[src/rtl/iftcr_pkg.sv]
/*
 * Constants for the IF transceiver control register bank: serial word layout,
 * field positions inside the 21-bit shift register, reset defaults and limits.
 * Assumes it is referenced by scoped name only, never imported.
 */
package iftcr_pkg;

    // ----------------------------------------------------------------------
    // serial word framing
    // ----------------------------------------------------------------------
    localparam int unsigned WORD_BITS    = 21;
    localparam int unsigned ADDR_MSB     = 20;          // first bit shifted in
    localparam int unsigned ADDR_BITS    = 4;
    localparam logic [3:0]  CHIP_ADDR    = 4'he;        // address 1110
    localparam int unsigned SEL_POS      = 16;          // word select bit
    localparam logic        SEL_SYNTH    = 1'h0;
    localparam logic        SEL_RECEIVE  = 1'h1;

    // ----------------------------------------------------------------------
    // first word fields (select = 0)
    // ----------------------------------------------------------------------
    localparam int unsigned RATIO_MSB    = 15;          // main ratio, msb first
    localparam int unsigned RATIO_BITS   = 9;
    localparam int unsigned REF_MSB      = 6;           // first ref bit, then second
    localparam int unsigned PUMP_B0_POS  = 4;           // weight-1 pump bit
    localparam int unsigned PUMP_B1_POS  = 3;
    localparam int unsigned PUMP_B2_POS  = 2;           // weight-4 pump bit
    localparam int unsigned LOCK_MSB     = 1;           // first lock test bit, then second

    // ----------------------------------------------------------------------
    // second word fields (select = 1)
    // ----------------------------------------------------------------------
    localparam int unsigned PIN_A_POS    = 15;
    localparam int unsigned PIN_B_POS    = 14;
    localparam int unsigned QTRIM_MSB    = 13;          // polarity then 3 magnitude bits
    localparam int unsigned ITRIM_MSB    = 9;
    localparam int unsigned ATTEN_POS    = 5;
    localparam int unsigned FTEST_POS    = 4;
    localparam int unsigned DLOOP_HI_POS = 3;
    localparam int unsigned DLOOP_LO_POS = 2;
    localparam int unsigned RC_POS       = 1;
    localparam int unsigned GYR_POS      = 0;

    // ----------------------------------------------------------------------
    // limits and reset defaults
    // ----------------------------------------------------------------------
    localparam logic [8:0]  RATIO_MIN    = 9'h040;      // 64
    localparam logic [8:0]  RATIO_RST    = 9'h190;      // 400
    localparam logic [1:0]  REF_RST      = 2'h0;        // divide by 13
    localparam logic [2:0]  PUMP_RST     = 3'h7;        // maximum current
    localparam logic [1:0]  LOCK_RST     = 2'h0;        // normal lock output
    localparam logic [1:0]  PINS_RST     = 2'h3;        // both logic outputs high
    localparam logic [3:0]  TRIM_RST     = 4'h0;
    localparam logic [5:0]  MODE_RST     = 6'h00;

    // duty-cycle loop modes as {hi, lo}
    localparam logic [1:0]  DLOOP_ON     = 2'h0;
    localparam logic [1:0]  DLOOP_MEDIUM = 2'h1;
    localparam logic [1:0]  DLOOP_OFF    = 2'h2;
    localparam logic [1:0]  DLOOP_FINE   = 2'h3;

endpackage : iftcr_pkg

[src/rtl/iftcr_pin_sync.sv]
/*
 * Three-stage synchroniser with agreement filter for one asynchronous pin.
 * Assumes clk_in is the block clock and rst_n_in a synchronous active-low reset.
 */
`timescale 1ns/1ns

module iftcr_pin_sync (
    // clock and reset
    input  wire logic clk_in,
    input  wire logic rst_n_in,
    // asynchronous pin and filtered level
    input  wire logic pin_in,
    output logic      level_out
);

    typedef struct packed {
        logic meta;     // first stage, read only by the second
        logic s2;
        logic s3;
        logic level;
    } iftcr_sync_t;

    iftcr_sync_t q;
    iftcr_sync_t d;

    // ----------------------------------------------------------------------
    // next state
    // ----------------------------------------------------------------------
    // the level only moves once stages two and three agree, so a glitch
    // shorter than a clock never reaches the shift logic
    always_comb begin
        d      = q;
        d.meta = pin_in;
        d.s2   = q.meta;
        d.s3   = q.s2;
        if (q.s2 == q.s3) begin
            d.level = q.s3;
        end
    end

    // state register
    always_ff @(posedge clk_in) begin
        if (!rst_n_in) begin
            q <= '0;
        end else begin
            q <= d;
        end
    end

    assign level_out = q.level;

endmodule : iftcr_pin_sync

[src/rtl/iftcr_ctrl_regs.sv]
/*
 * Control register bank of an IF I/Q transceiver, loaded over a three-wire
 * clock / strobe / data serial input, plus power-down gating of the receive,
 * transmit and synthesizer sections.
 * Assumes all serial and power pins are asynchronous to clk_in (100 MHz) and
 * that rst_n_in is asserted when the digital supply comes up.
 */
`timescale 1ns/1ns

module iftcr_ctrl_regs (
    // clock and reset
    input  wire logic       clk_in,
    input  wire logic       rst_n_in,
    // serial programming pins
    input  wire logic       ser_clock_in,
    input  wire logic       ser_strobe_in,
    input  wire logic       ser_data_in,
    // power pins
    input  wire logic       receive_power_on_in,
    input  wire logic       transmit_power_down_n_in,
    input  wire logic       synth_power_on_in,
    // programmable logic output pins
    output logic            pin_a_level_out,
    output logic            pin_b_level_out,
    // synthesizer settings
    output logic [8:0]      main_divider_ratio_out,
    output logic [1:0]      reference_divide_select_out,
    output logic [2:0]      pump_current_select_out,
    output logic [1:0]      lock_pin_test_select_out,
    // offset trims
    output logic            inphase_trim_polarity_out,
    output logic [2:0]      inphase_trim_magnitude_out,
    output logic            quad_trim_polarity_out,
    output logic [2:0]      quad_trim_magnitude_out,
    // receive mode
    output logic            if_atten_select_out,
    output logic            factory_test_bit_out,
    output logic [1:0]      duty_cycle_loop_mode_out,
    output logic            rc_cutoff_select_out,
    output logic            gyrator_resistor_select_out,
    // section power controls
    output logic            receive_enable_out,
    output logic            transmit_enable_out,
    output logic            synth_dividers_enable_out,
    output logic            phase_detector_reset_out,
    output logic            pump_current_ref_connect_out
);

    // ----------------------------------------------------------------------
    // state
    // ----------------------------------------------------------------------
    typedef struct packed {
        logic        clk_prev;
        logic        stb_prev;
        logic [20:0] shift;
        logic [8:0]  ratio;
        logic [1:0]  ref_sel;
        logic [2:0]  pump;
        logic [1:0]  lock_test;
        logic [1:0]  pins;
        logic [3:0]  qtrim;
        logic [3:0]  itrim;
        logic        atten;
        logic        ftest;
        logic [1:0]  dloop;
        logic        rc;
        logic        gyr;
        logic        rx_en;
        logic        tx_en;
        logic        syn_en;
    } iftcr_state_t;

    iftcr_state_t q;
    iftcr_state_t d;

    logic clk_lvl;
    logic stb_lvl;
    logic dat_lvl;
    logic rx_lvl;
    logic tx_on_pin;
    logic tx_on_lvl;
    logic syn_lvl;

    // ----------------------------------------------------------------------
    // pin synchronisers
    // ----------------------------------------------------------------------
    // data passes the same three stages as the clock, so the sampled bit
    // lines up with the sampled clock edge
    iftcr_pin_sync u_sync_clk (
        .clk_in    (clk_in),
        .rst_n_in  (rst_n_in),
        .pin_in    (ser_clock_in),
        .level_out (clk_lvl)
    );

    iftcr_pin_sync u_sync_stb (
        .clk_in    (clk_in),
        .rst_n_in  (rst_n_in),
        .pin_in    (ser_strobe_in),
        .level_out (stb_lvl)
    );

    iftcr_pin_sync u_sync_dat (
        .clk_in    (clk_in),
        .rst_n_in  (rst_n_in),
        .pin_in    (ser_data_in),
        .level_out (dat_lvl)
    );

    iftcr_pin_sync u_sync_rx (
        .clk_in    (clk_in),
        .rst_n_in  (rst_n_in),
        .pin_in    (receive_power_on_in),
        .level_out (rx_lvl)
    );

    // transmit pin inverted ahead of its synchroniser, so the zero that the
    // chain holds after reset reads as transmitter off, never a brief enable
    assign tx_on_pin = !transmit_power_down_n_in;

    iftcr_pin_sync u_sync_tx (
        .clk_in    (clk_in),
        .rst_n_in  (rst_n_in),
        .pin_in    (tx_on_pin),
        .level_out (tx_on_lvl)
    );

    iftcr_pin_sync u_sync_syn (
        .clk_in    (clk_in),
        .rst_n_in  (rst_n_in),
        .pin_in    (synth_power_on_in),
        .level_out (syn_lvl)
    );

    // ----------------------------------------------------------------------
    // next state
    // ----------------------------------------------------------------------
    always_comb begin
        d          = q;
        d.clk_prev = clk_lvl;
        d.stb_prev = stb_lvl;

        // shift on a rising serial clock only while strobe is low
        if (!stb_lvl && clk_lvl && !q.clk_prev) begin
            d.shift = {q.shift[19:0], dat_lvl};
        end

        // commit the whole word in one cycle on the strobe rising edge;
        // loading does not depend on synth power, so it works powered down
        if (stb_lvl && !q.stb_prev
            && q.shift[iftcr_pkg::ADDR_MSB -: iftcr_pkg::ADDR_BITS]
               == iftcr_pkg::CHIP_ADDR) begin
            if (q.shift[iftcr_pkg::SEL_POS] == iftcr_pkg::SEL_SYNTH) begin
                // ratios below 64 are not allowed; clamp rather than run
                // the divider outside its range
                if (q.shift[iftcr_pkg::RATIO_MSB -: iftcr_pkg::RATIO_BITS]
                    < iftcr_pkg::RATIO_MIN) begin
                    d.ratio = iftcr_pkg::RATIO_MIN;
                end else begin
                    d.ratio = q.shift[iftcr_pkg::RATIO_MSB -: iftcr_pkg::RATIO_BITS];
                end
                d.ref_sel   = q.shift[iftcr_pkg::REF_MSB -: 2];
                d.pump      = {q.shift[iftcr_pkg::PUMP_B2_POS],
                               q.shift[iftcr_pkg::PUMP_B1_POS],
                               q.shift[iftcr_pkg::PUMP_B0_POS]};
                d.lock_test = q.shift[iftcr_pkg::LOCK_MSB -: 2];
            end else begin
                d.pins  = {q.shift[iftcr_pkg::PIN_B_POS],
                           q.shift[iftcr_pkg::PIN_A_POS]};
                d.qtrim = q.shift[iftcr_pkg::QTRIM_MSB -: 4];
                d.itrim = q.shift[iftcr_pkg::ITRIM_MSB -: 4];
                d.atten = q.shift[iftcr_pkg::ATTEN_POS];
                // stored as written; software is expected to keep it zero
                d.ftest = q.shift[iftcr_pkg::FTEST_POS];
                d.dloop = {q.shift[iftcr_pkg::DLOOP_HI_POS],
                           q.shift[iftcr_pkg::DLOOP_LO_POS]};
                d.rc    = q.shift[iftcr_pkg::RC_POS];
                d.gyr   = q.shift[iftcr_pkg::GYR_POS];
            end
        end

        // section power follows the filtered pins
        d.rx_en  = rx_lvl;
        d.tx_en  = tx_on_lvl;
        d.syn_en = syn_lvl;
    end

    // ----------------------------------------------------------------------
    // state register
    // ----------------------------------------------------------------------
    // reset stands for the supply-up reset; power pins never clear settings
    always_ff @(posedge clk_in) begin
        if (!rst_n_in) begin
            q           <= '0;
            q.ratio     <= iftcr_pkg::RATIO_RST;
            q.ref_sel   <= iftcr_pkg::REF_RST;
            q.pump      <= iftcr_pkg::PUMP_RST;
            q.lock_test <= iftcr_pkg::LOCK_RST;
            q.pins      <= iftcr_pkg::PINS_RST;
            q.qtrim     <= iftcr_pkg::TRIM_RST;
            q.itrim     <= iftcr_pkg::TRIM_RST;
            {q.atten, q.ftest, q.dloop, q.rc, q.gyr} <= iftcr_pkg::MODE_RST;
        end else begin
            q <= d;
        end
    end

    // ----------------------------------------------------------------------
    // outputs, all from the state register, phase_detector_reset_out through an inverter
    // ----------------------------------------------------------------------
    // logic pins
    assign pin_a_level_out = q.pins[0];
    assign pin_b_level_out = q.pins[1];

    // synthesizer settings
    assign main_divider_ratio_out      = q.ratio;
    assign reference_divide_select_out = q.ref_sel;
    assign pump_current_select_out     = q.pump;
    assign lock_pin_test_select_out    = q.lock_test;

    // offset trims
    assign inphase_trim_polarity_out  = q.itrim[3];
    assign inphase_trim_magnitude_out = q.itrim[2:0];
    assign quad_trim_polarity_out     = q.qtrim[3];
    assign quad_trim_magnitude_out    = q.qtrim[2:0];

    // receive mode
    assign if_atten_select_out         = q.atten;
    assign factory_test_bit_out        = q.ftest;
    assign duty_cycle_loop_mode_out    = q.dloop;
    assign rc_cutoff_select_out        = q.rc;
    assign gyrator_resistor_select_out = q.gyr;

    // section power; the synthesizer pin also feeds the quadrature divider,
    // but the block does not override rx or tx when it is low
    assign receive_enable_out           = q.rx_en;
    assign transmit_enable_out          = q.tx_en;
    assign synth_dividers_enable_out    = q.syn_en;
    assign phase_detector_reset_out     = !q.syn_en;
    assign pump_current_ref_connect_out = q.syn_en;

endmodule : iftcr_ctrl_regs

[config.mk]
export PLATFORM = sky130hd
export DESIGN_NAME = iftcr_ctrl_regs
export DESIGN_NICKNAME = d
export VERILOG_FILES = /design/src/rtl/iftcr_pkg.sv /design/src/rtl/iftcr_pin_sync.sv /design/src/rtl/iftcr_ctrl_regs.sv
export SDC_FILE = /design/constraint.sdc
export NUM_CORES = 1
export LEC_CHECK = 0
export CAP_MARGIN = 25
export CORE_AREA = 2 2 112 71
export CTS_CLUSTER_SIZE = 25
export DETAILED_ROUTE_END_ITERATION = 6
export DIE_AREA = 0 0 114 73
export DONT_BUFFER_PORTS = 1
export GPL_TIMING_DRIVEN = 1
export HOLD_SLACK_MARGIN = 0.02
export MAX_ROUTING_LAYER = met4
export PLACE_DENSITY = 0.69
export SLEW_MARGIN = 20
export SYNTH_ARGS = -nofsm -noshare
export SYNTH_HDL_FRONTEND = slang
export SYNTH_SLANG_ARGS = --single-unit
[constraint.sdc]
create_clock -name clk_in -period 3.7 [get_ports clk_in]
set_clock_uncertainty 0.1 [all_clocks]
set_input_delay 0.74 -clock clk_in [delete_from_list [all_inputs] [get_ports clk_in]]
set_output_delay 0.74 -clock clk_in [all_outputs]
set_load 0.02 [all_outputs]
-- Word level (Yosys, flattened, before mapping)
Cells that the tools add are included.
- register bits after elaboration: 82
- latch bits: 0
- bits in writable memories: 0
- ROM bits: 0
- bits of input ports: 8
- output and inout bits: 37
- word-level logic and storage cells: 63
- memories kept: 0
- $add $sub $neg: 0
- multipliers: 0
- div/mod/pow operators: 0
- magnitude comparators: 1
- eq/ne operators: 7
- shift operators: 0
- mux-type cells: 1
- bitwise logic cells: 1
- reduce and logical (&&, ||, !) cells: 11
- operators by type and width (operator ; count):
    9-bit by 7-bit less-than comparator with 1-bit output, second input constant ; 1
    9-bit 2-to-1 mux ; 1
    1-bit equality test ; 6
    1-bit logical NOT ; 5
    4-bit equality test, second input constant ; 1
    1-bit logical AND ; 4
    2-bit AND reduction ; 2
    1-bit NOT ; 1

-- Longest topological paths before layout
- word-level depth: 4
- mapped depth: 5
- mapped depth without buffers: 3

-- Modules after synthesis
Synthesis repeated with hierarchy kept, for this count alone.
- cell total of the unflattened synthesis: 331
- area, all modules: 3121.7 um^2
- modules (own cells, without submodules) (module ; times used ; cells an instance ; area each (um^2) ; sequential area each (um^2)):
    iftcr_ctrl_regs ; 1 ; 271 ; 2423.6 ; 1161.1
    iftcr_pin_sync ; 6 ; 10 ; 116.4 ; 80.1

-- Worst setup path after synthesis
OpenSTA, ideal clock, no wires.
- path kind: input-to-reg
- start point: input port rst_n_in
- end point: register q, in the netlist main_divider_ratio_out[4]
- library setup time: 0.132 ns
- arrival: 1.463 ns
- required time: 3.468 ns
- setup slack: 2.004 ns
- stages on the path: 4
- buffers on the path: 3
- cells stage by stage: clkbuf_1 > buf_2 > clkbuf_1 > nand3_1
- RTL lines (item ; RTL line ; text):
    start, declared ; iftcr_ctrl_regs.sv:13 ; input wire logic rst_n_in,
    end, declared ; iftcr_ctrl_regs.sv:73 ; iftcr_state_t q;
No word-level cell between the ends.

-- Final worst setup path
- start point: register q, in the netlist pump_current_ref_connect_out
- end point: output port phase_detector_reset_out
- cells in the longest elaborated chain, start to end: 1
- RTL lines (item ; RTL line ; text):
    1-bit logical NOT ; iftcr_ctrl_regs.sv:239 ; assign phase_detector_reset_out = !q.syn_en;
    end, declared ; iftcr_ctrl_regs.sv:45 ; output logic phase_detector_reset_out,
Every way passes these cells.

==> run_results.csv <==
group,metric,value,unit
outcome,status,"complete, no violations",
drt,firstDrtPassIters,4,
pwr,leakage,0.00113,uW
sta,setup_viol,0,
cts,clockBufferDepth,2,
worst_setup_path,end_kind,"output pin",
drt,avgViaCountPerCell,4.93,
place,io_buffers,0,
sta,fin_crit_sh,52.5,%
worst_setup_path,slowest_stage,"dfxtp_1",
final_layout,fill_cells,716,
yosys,synth_top_family_by_area,"simple AND/OR/NAND/NOR gates",
final_layout,diodes,0,
worst_setup_path,crit_family,"flip-flops",
yosys,synth_xor_area_share,0,%
pwr,power_density,539,nW/um^2
grt,grt_pass1_vias,1869,
yosys,syn-num-nets,342,
worst_setup_path,path_class,"flip-flop to output pin",
worst_setup_path,crit_chain,"inv_1",
sta,worst_pin_slew,808,ps
cts,cts-root-buf,"clkbuf_16",
final_layout,drive_gt1_share,8.41,%
sta,min_period,1940,ps
drt,wire_per_inst,13.3,um
sta,clock.fmax,515,MHz
yosys,synthTopCellsByArea,"dfxtp_1 51%, nand2_1 11%, mux2i_1 8.8%",
worst_setup_path,cp-start-kind,"flip-flop",
yosys,synth_commonest_cells,"92 x nand2_1, 82 x dfxtp_1, 28 x mux2i_1",
final_layout,seq_area,1640,sq um
place,dp_slack,1630,ps
yosys,synth_cell_type_count,27,
worst_setup_path,cp_num_cells,1,
yosys,synth_cells,334,
yosys,synthArstFlopShare,0,%
yosys,synth_compound_area_share,8.94,%
cts,cts.repair.resized,0,
worst_hold_path,min_delay_path_depth,1,
final_layout,multi_input_area,1260,sq um
floorplanning,initial_core_util,42.9,%
drt,drc_errors,0,
yosys,yosys_warnings,0,
worst_setup_path,cp_num_buf_inv,1,
yosys,synthMuxAreaShare,8.78,%
grt,track_usage,15.0,%
drt,ant_nets,0,
sta,slew_violations,0,
flow_run,cap_viol_max_count,0,
grt,antenna_found_initial,0,
grt,grt_max_degree,101,
sta,hold_viol_final,0,
yosys,yosys.area_share.simple,21.4,%
yosys,ys_seq_area_share,51.4,%
place,dpl.hpwl,3400,um
yosys,ys_ff_latch,82,
place,dp.cells,385,
yosys,synth_top_area_share,51.4,%
cts,holdBufCountCts,0,
yosys,synthesis.area,3190,sq um
worst_setup_path,cp_slowest_stage_delay,570,ps
floorplanning,fp-row-count,25,
drt,wl,5380,um
cts,htree_levels,3,
yosys,dominantRegCellSynth,"dfxtp_1",
floorplanning,ios,45,
sta,final.setup.worst_slack,1760,ps
grt,grt_pass1_wl,9130,um
yosys,synth_fa_ha_area_share,0,%
final_layout,fin_area,3370,sq um
grt,grt_overflow,0,
yosys,avgSynthCellArea,9.56,sq um
cts,cts_setup_buffers,0,
place,place_congestion,0.760,
floorplanning,die-area,8320,sq um
final_layout,layout.cells.non_filler,403,
cts,clock_latency,340,ps
yosys,synth-edff-count,0,
worst_setup_path,required,2860,ps
cts,cts_tree,"yes",
sta,setup_tns,0,ps
yosys,yosysTopAreaCell,"dfxtp_1",
worst_setup_path,r2r_cells,4,
place,detailed_place.area,3030,sq um
floorplanning,die_h,73,um
sta,relSlewSlack,46.1,%
final_layout,syn2layout_area_growth,5.72,%
floorplanning,coreArea,7440,sq um
cts,numCtsBuffers,9,
final_layout,nets,312,
cts,cts_num_sinks,82,
floorplanning,die_w,114,um
worst_setup_path,critPathMaxFanout,3,
drt,initialDrtViolationCount,167,
drt,num_vias,1987,
sta,rsz0062_at_grt,"false",
pwr,irDropWorstVdd,0.000229,V
final_layout,utilization,45.3,%
worst_hold_path,min_path_type,"flip-flop to flip-flop",
yosys,synth_most_common_cell,"nand2_1",
worst_setup_path,worstPathArrival,1100,ps
cts,clk_pin_slew,60,ps
per-layer routing:
layer | GRT usage (%) | up-vias | part of all wire (%) | wire length (um)
met3 | 7.72 | 9 | 8.1 | 438
met1 | 18.2 | 928 | 48 | 2590
met5 | - | - | 0 | 0
li1 | - | 1008 | - | -
met4 | 7.99 | 0 | 1.9 | 102
met2 | 19.9 | 42 | 42 | 2250
cells by family (layout without fill, tap and decap cells):
group / Yosys count / after routing
compound gates: 40 / 40
simple gates: 139 / 139
flops: 82 / 82
buf+inv: 45 / 20
mux: 28 / 28
flip-flops by register name, summed over array words and instances, names as in the netlist, 2 cells and up:
name	flops
duty_cycle_loop_mode_out	2
inphase_trim_magnitude_out	3
lock_pin_test_select_out	2
main_divider_ratio_out	9
pump_current_select_out	3
q	23
quad_trim_magnitude_out	3
reference_divide_select_out	2
u_sync_clk.d	2
u_sync_dat.d	2
u_sync_rx.d	2
u_sync_stb.d	2
u_sync_syn.d	2
u_sync_tx.d	2
power breakdown:
group | internal, uW | switching (uW)
registers | 891 | 2.90
logic | 8.64 | 2.69
clock network | 561 | 353
total | 1460 | 359
placed cells by master, fill, tap and decap left out:
cell type and instances:
nand3_1 4, buf_8 1, nor2_1 1, and4b_2 1
and2_2 1, clkbuf_16 9, inv_1 1, bufinv_16 1
nand2b_1 2, clkbuf_8 3, dfxtp_1 82, nor2b_1 8
mux2i_1 28, nand2_1 92, inv_4 1, nand4b_4 1
clkinv_4 2, nor3b_4 1, clkinvlp_4 2, o21ai_0 7
o31ai_1 4, nand4_1 4, or3b_2 1, o31a_1 2
a21boi_0 27, and2_1 21, nor3_4 1, nor4_4 1
layout make-up:
cell class,instances,area share [%]
Multi-Input combinational cell,207,37.4
Tap cell,94,3.49
Timing Repair Buffer,2,0.853
Clock inverter,5,1.85
Clock buffer,11,7.49
Sequential cell,82,48.6
Inverter,2,0.297
per-stage QoR:
stage | hold WS, ps | power, uW
3_3_place_gp | 316 | 925
6_report | 329 | 1820
3_5_place_dp | 319 | 925
5_1_grt | 347 | 1880
4_1_cts | 332 | 1840
2_1_floorplan | 312 | 936
final timing paths:
path / from / end / slack, ps
worst min-delay path: u_sync_tx.d[2] / u_sync_tx.d[1] / 330
worst max register to register: u_sync_stb.level_out / main_divider_ratio_out[1] / 1910
worst max-delay path: pump_current_ref_connect_out / phase_detector_reset_out / 1760
worst min register to register: u_sync_tx.d[2] / u_sync_tx.d[1] / 330
(Power assumes the default switching activity.)
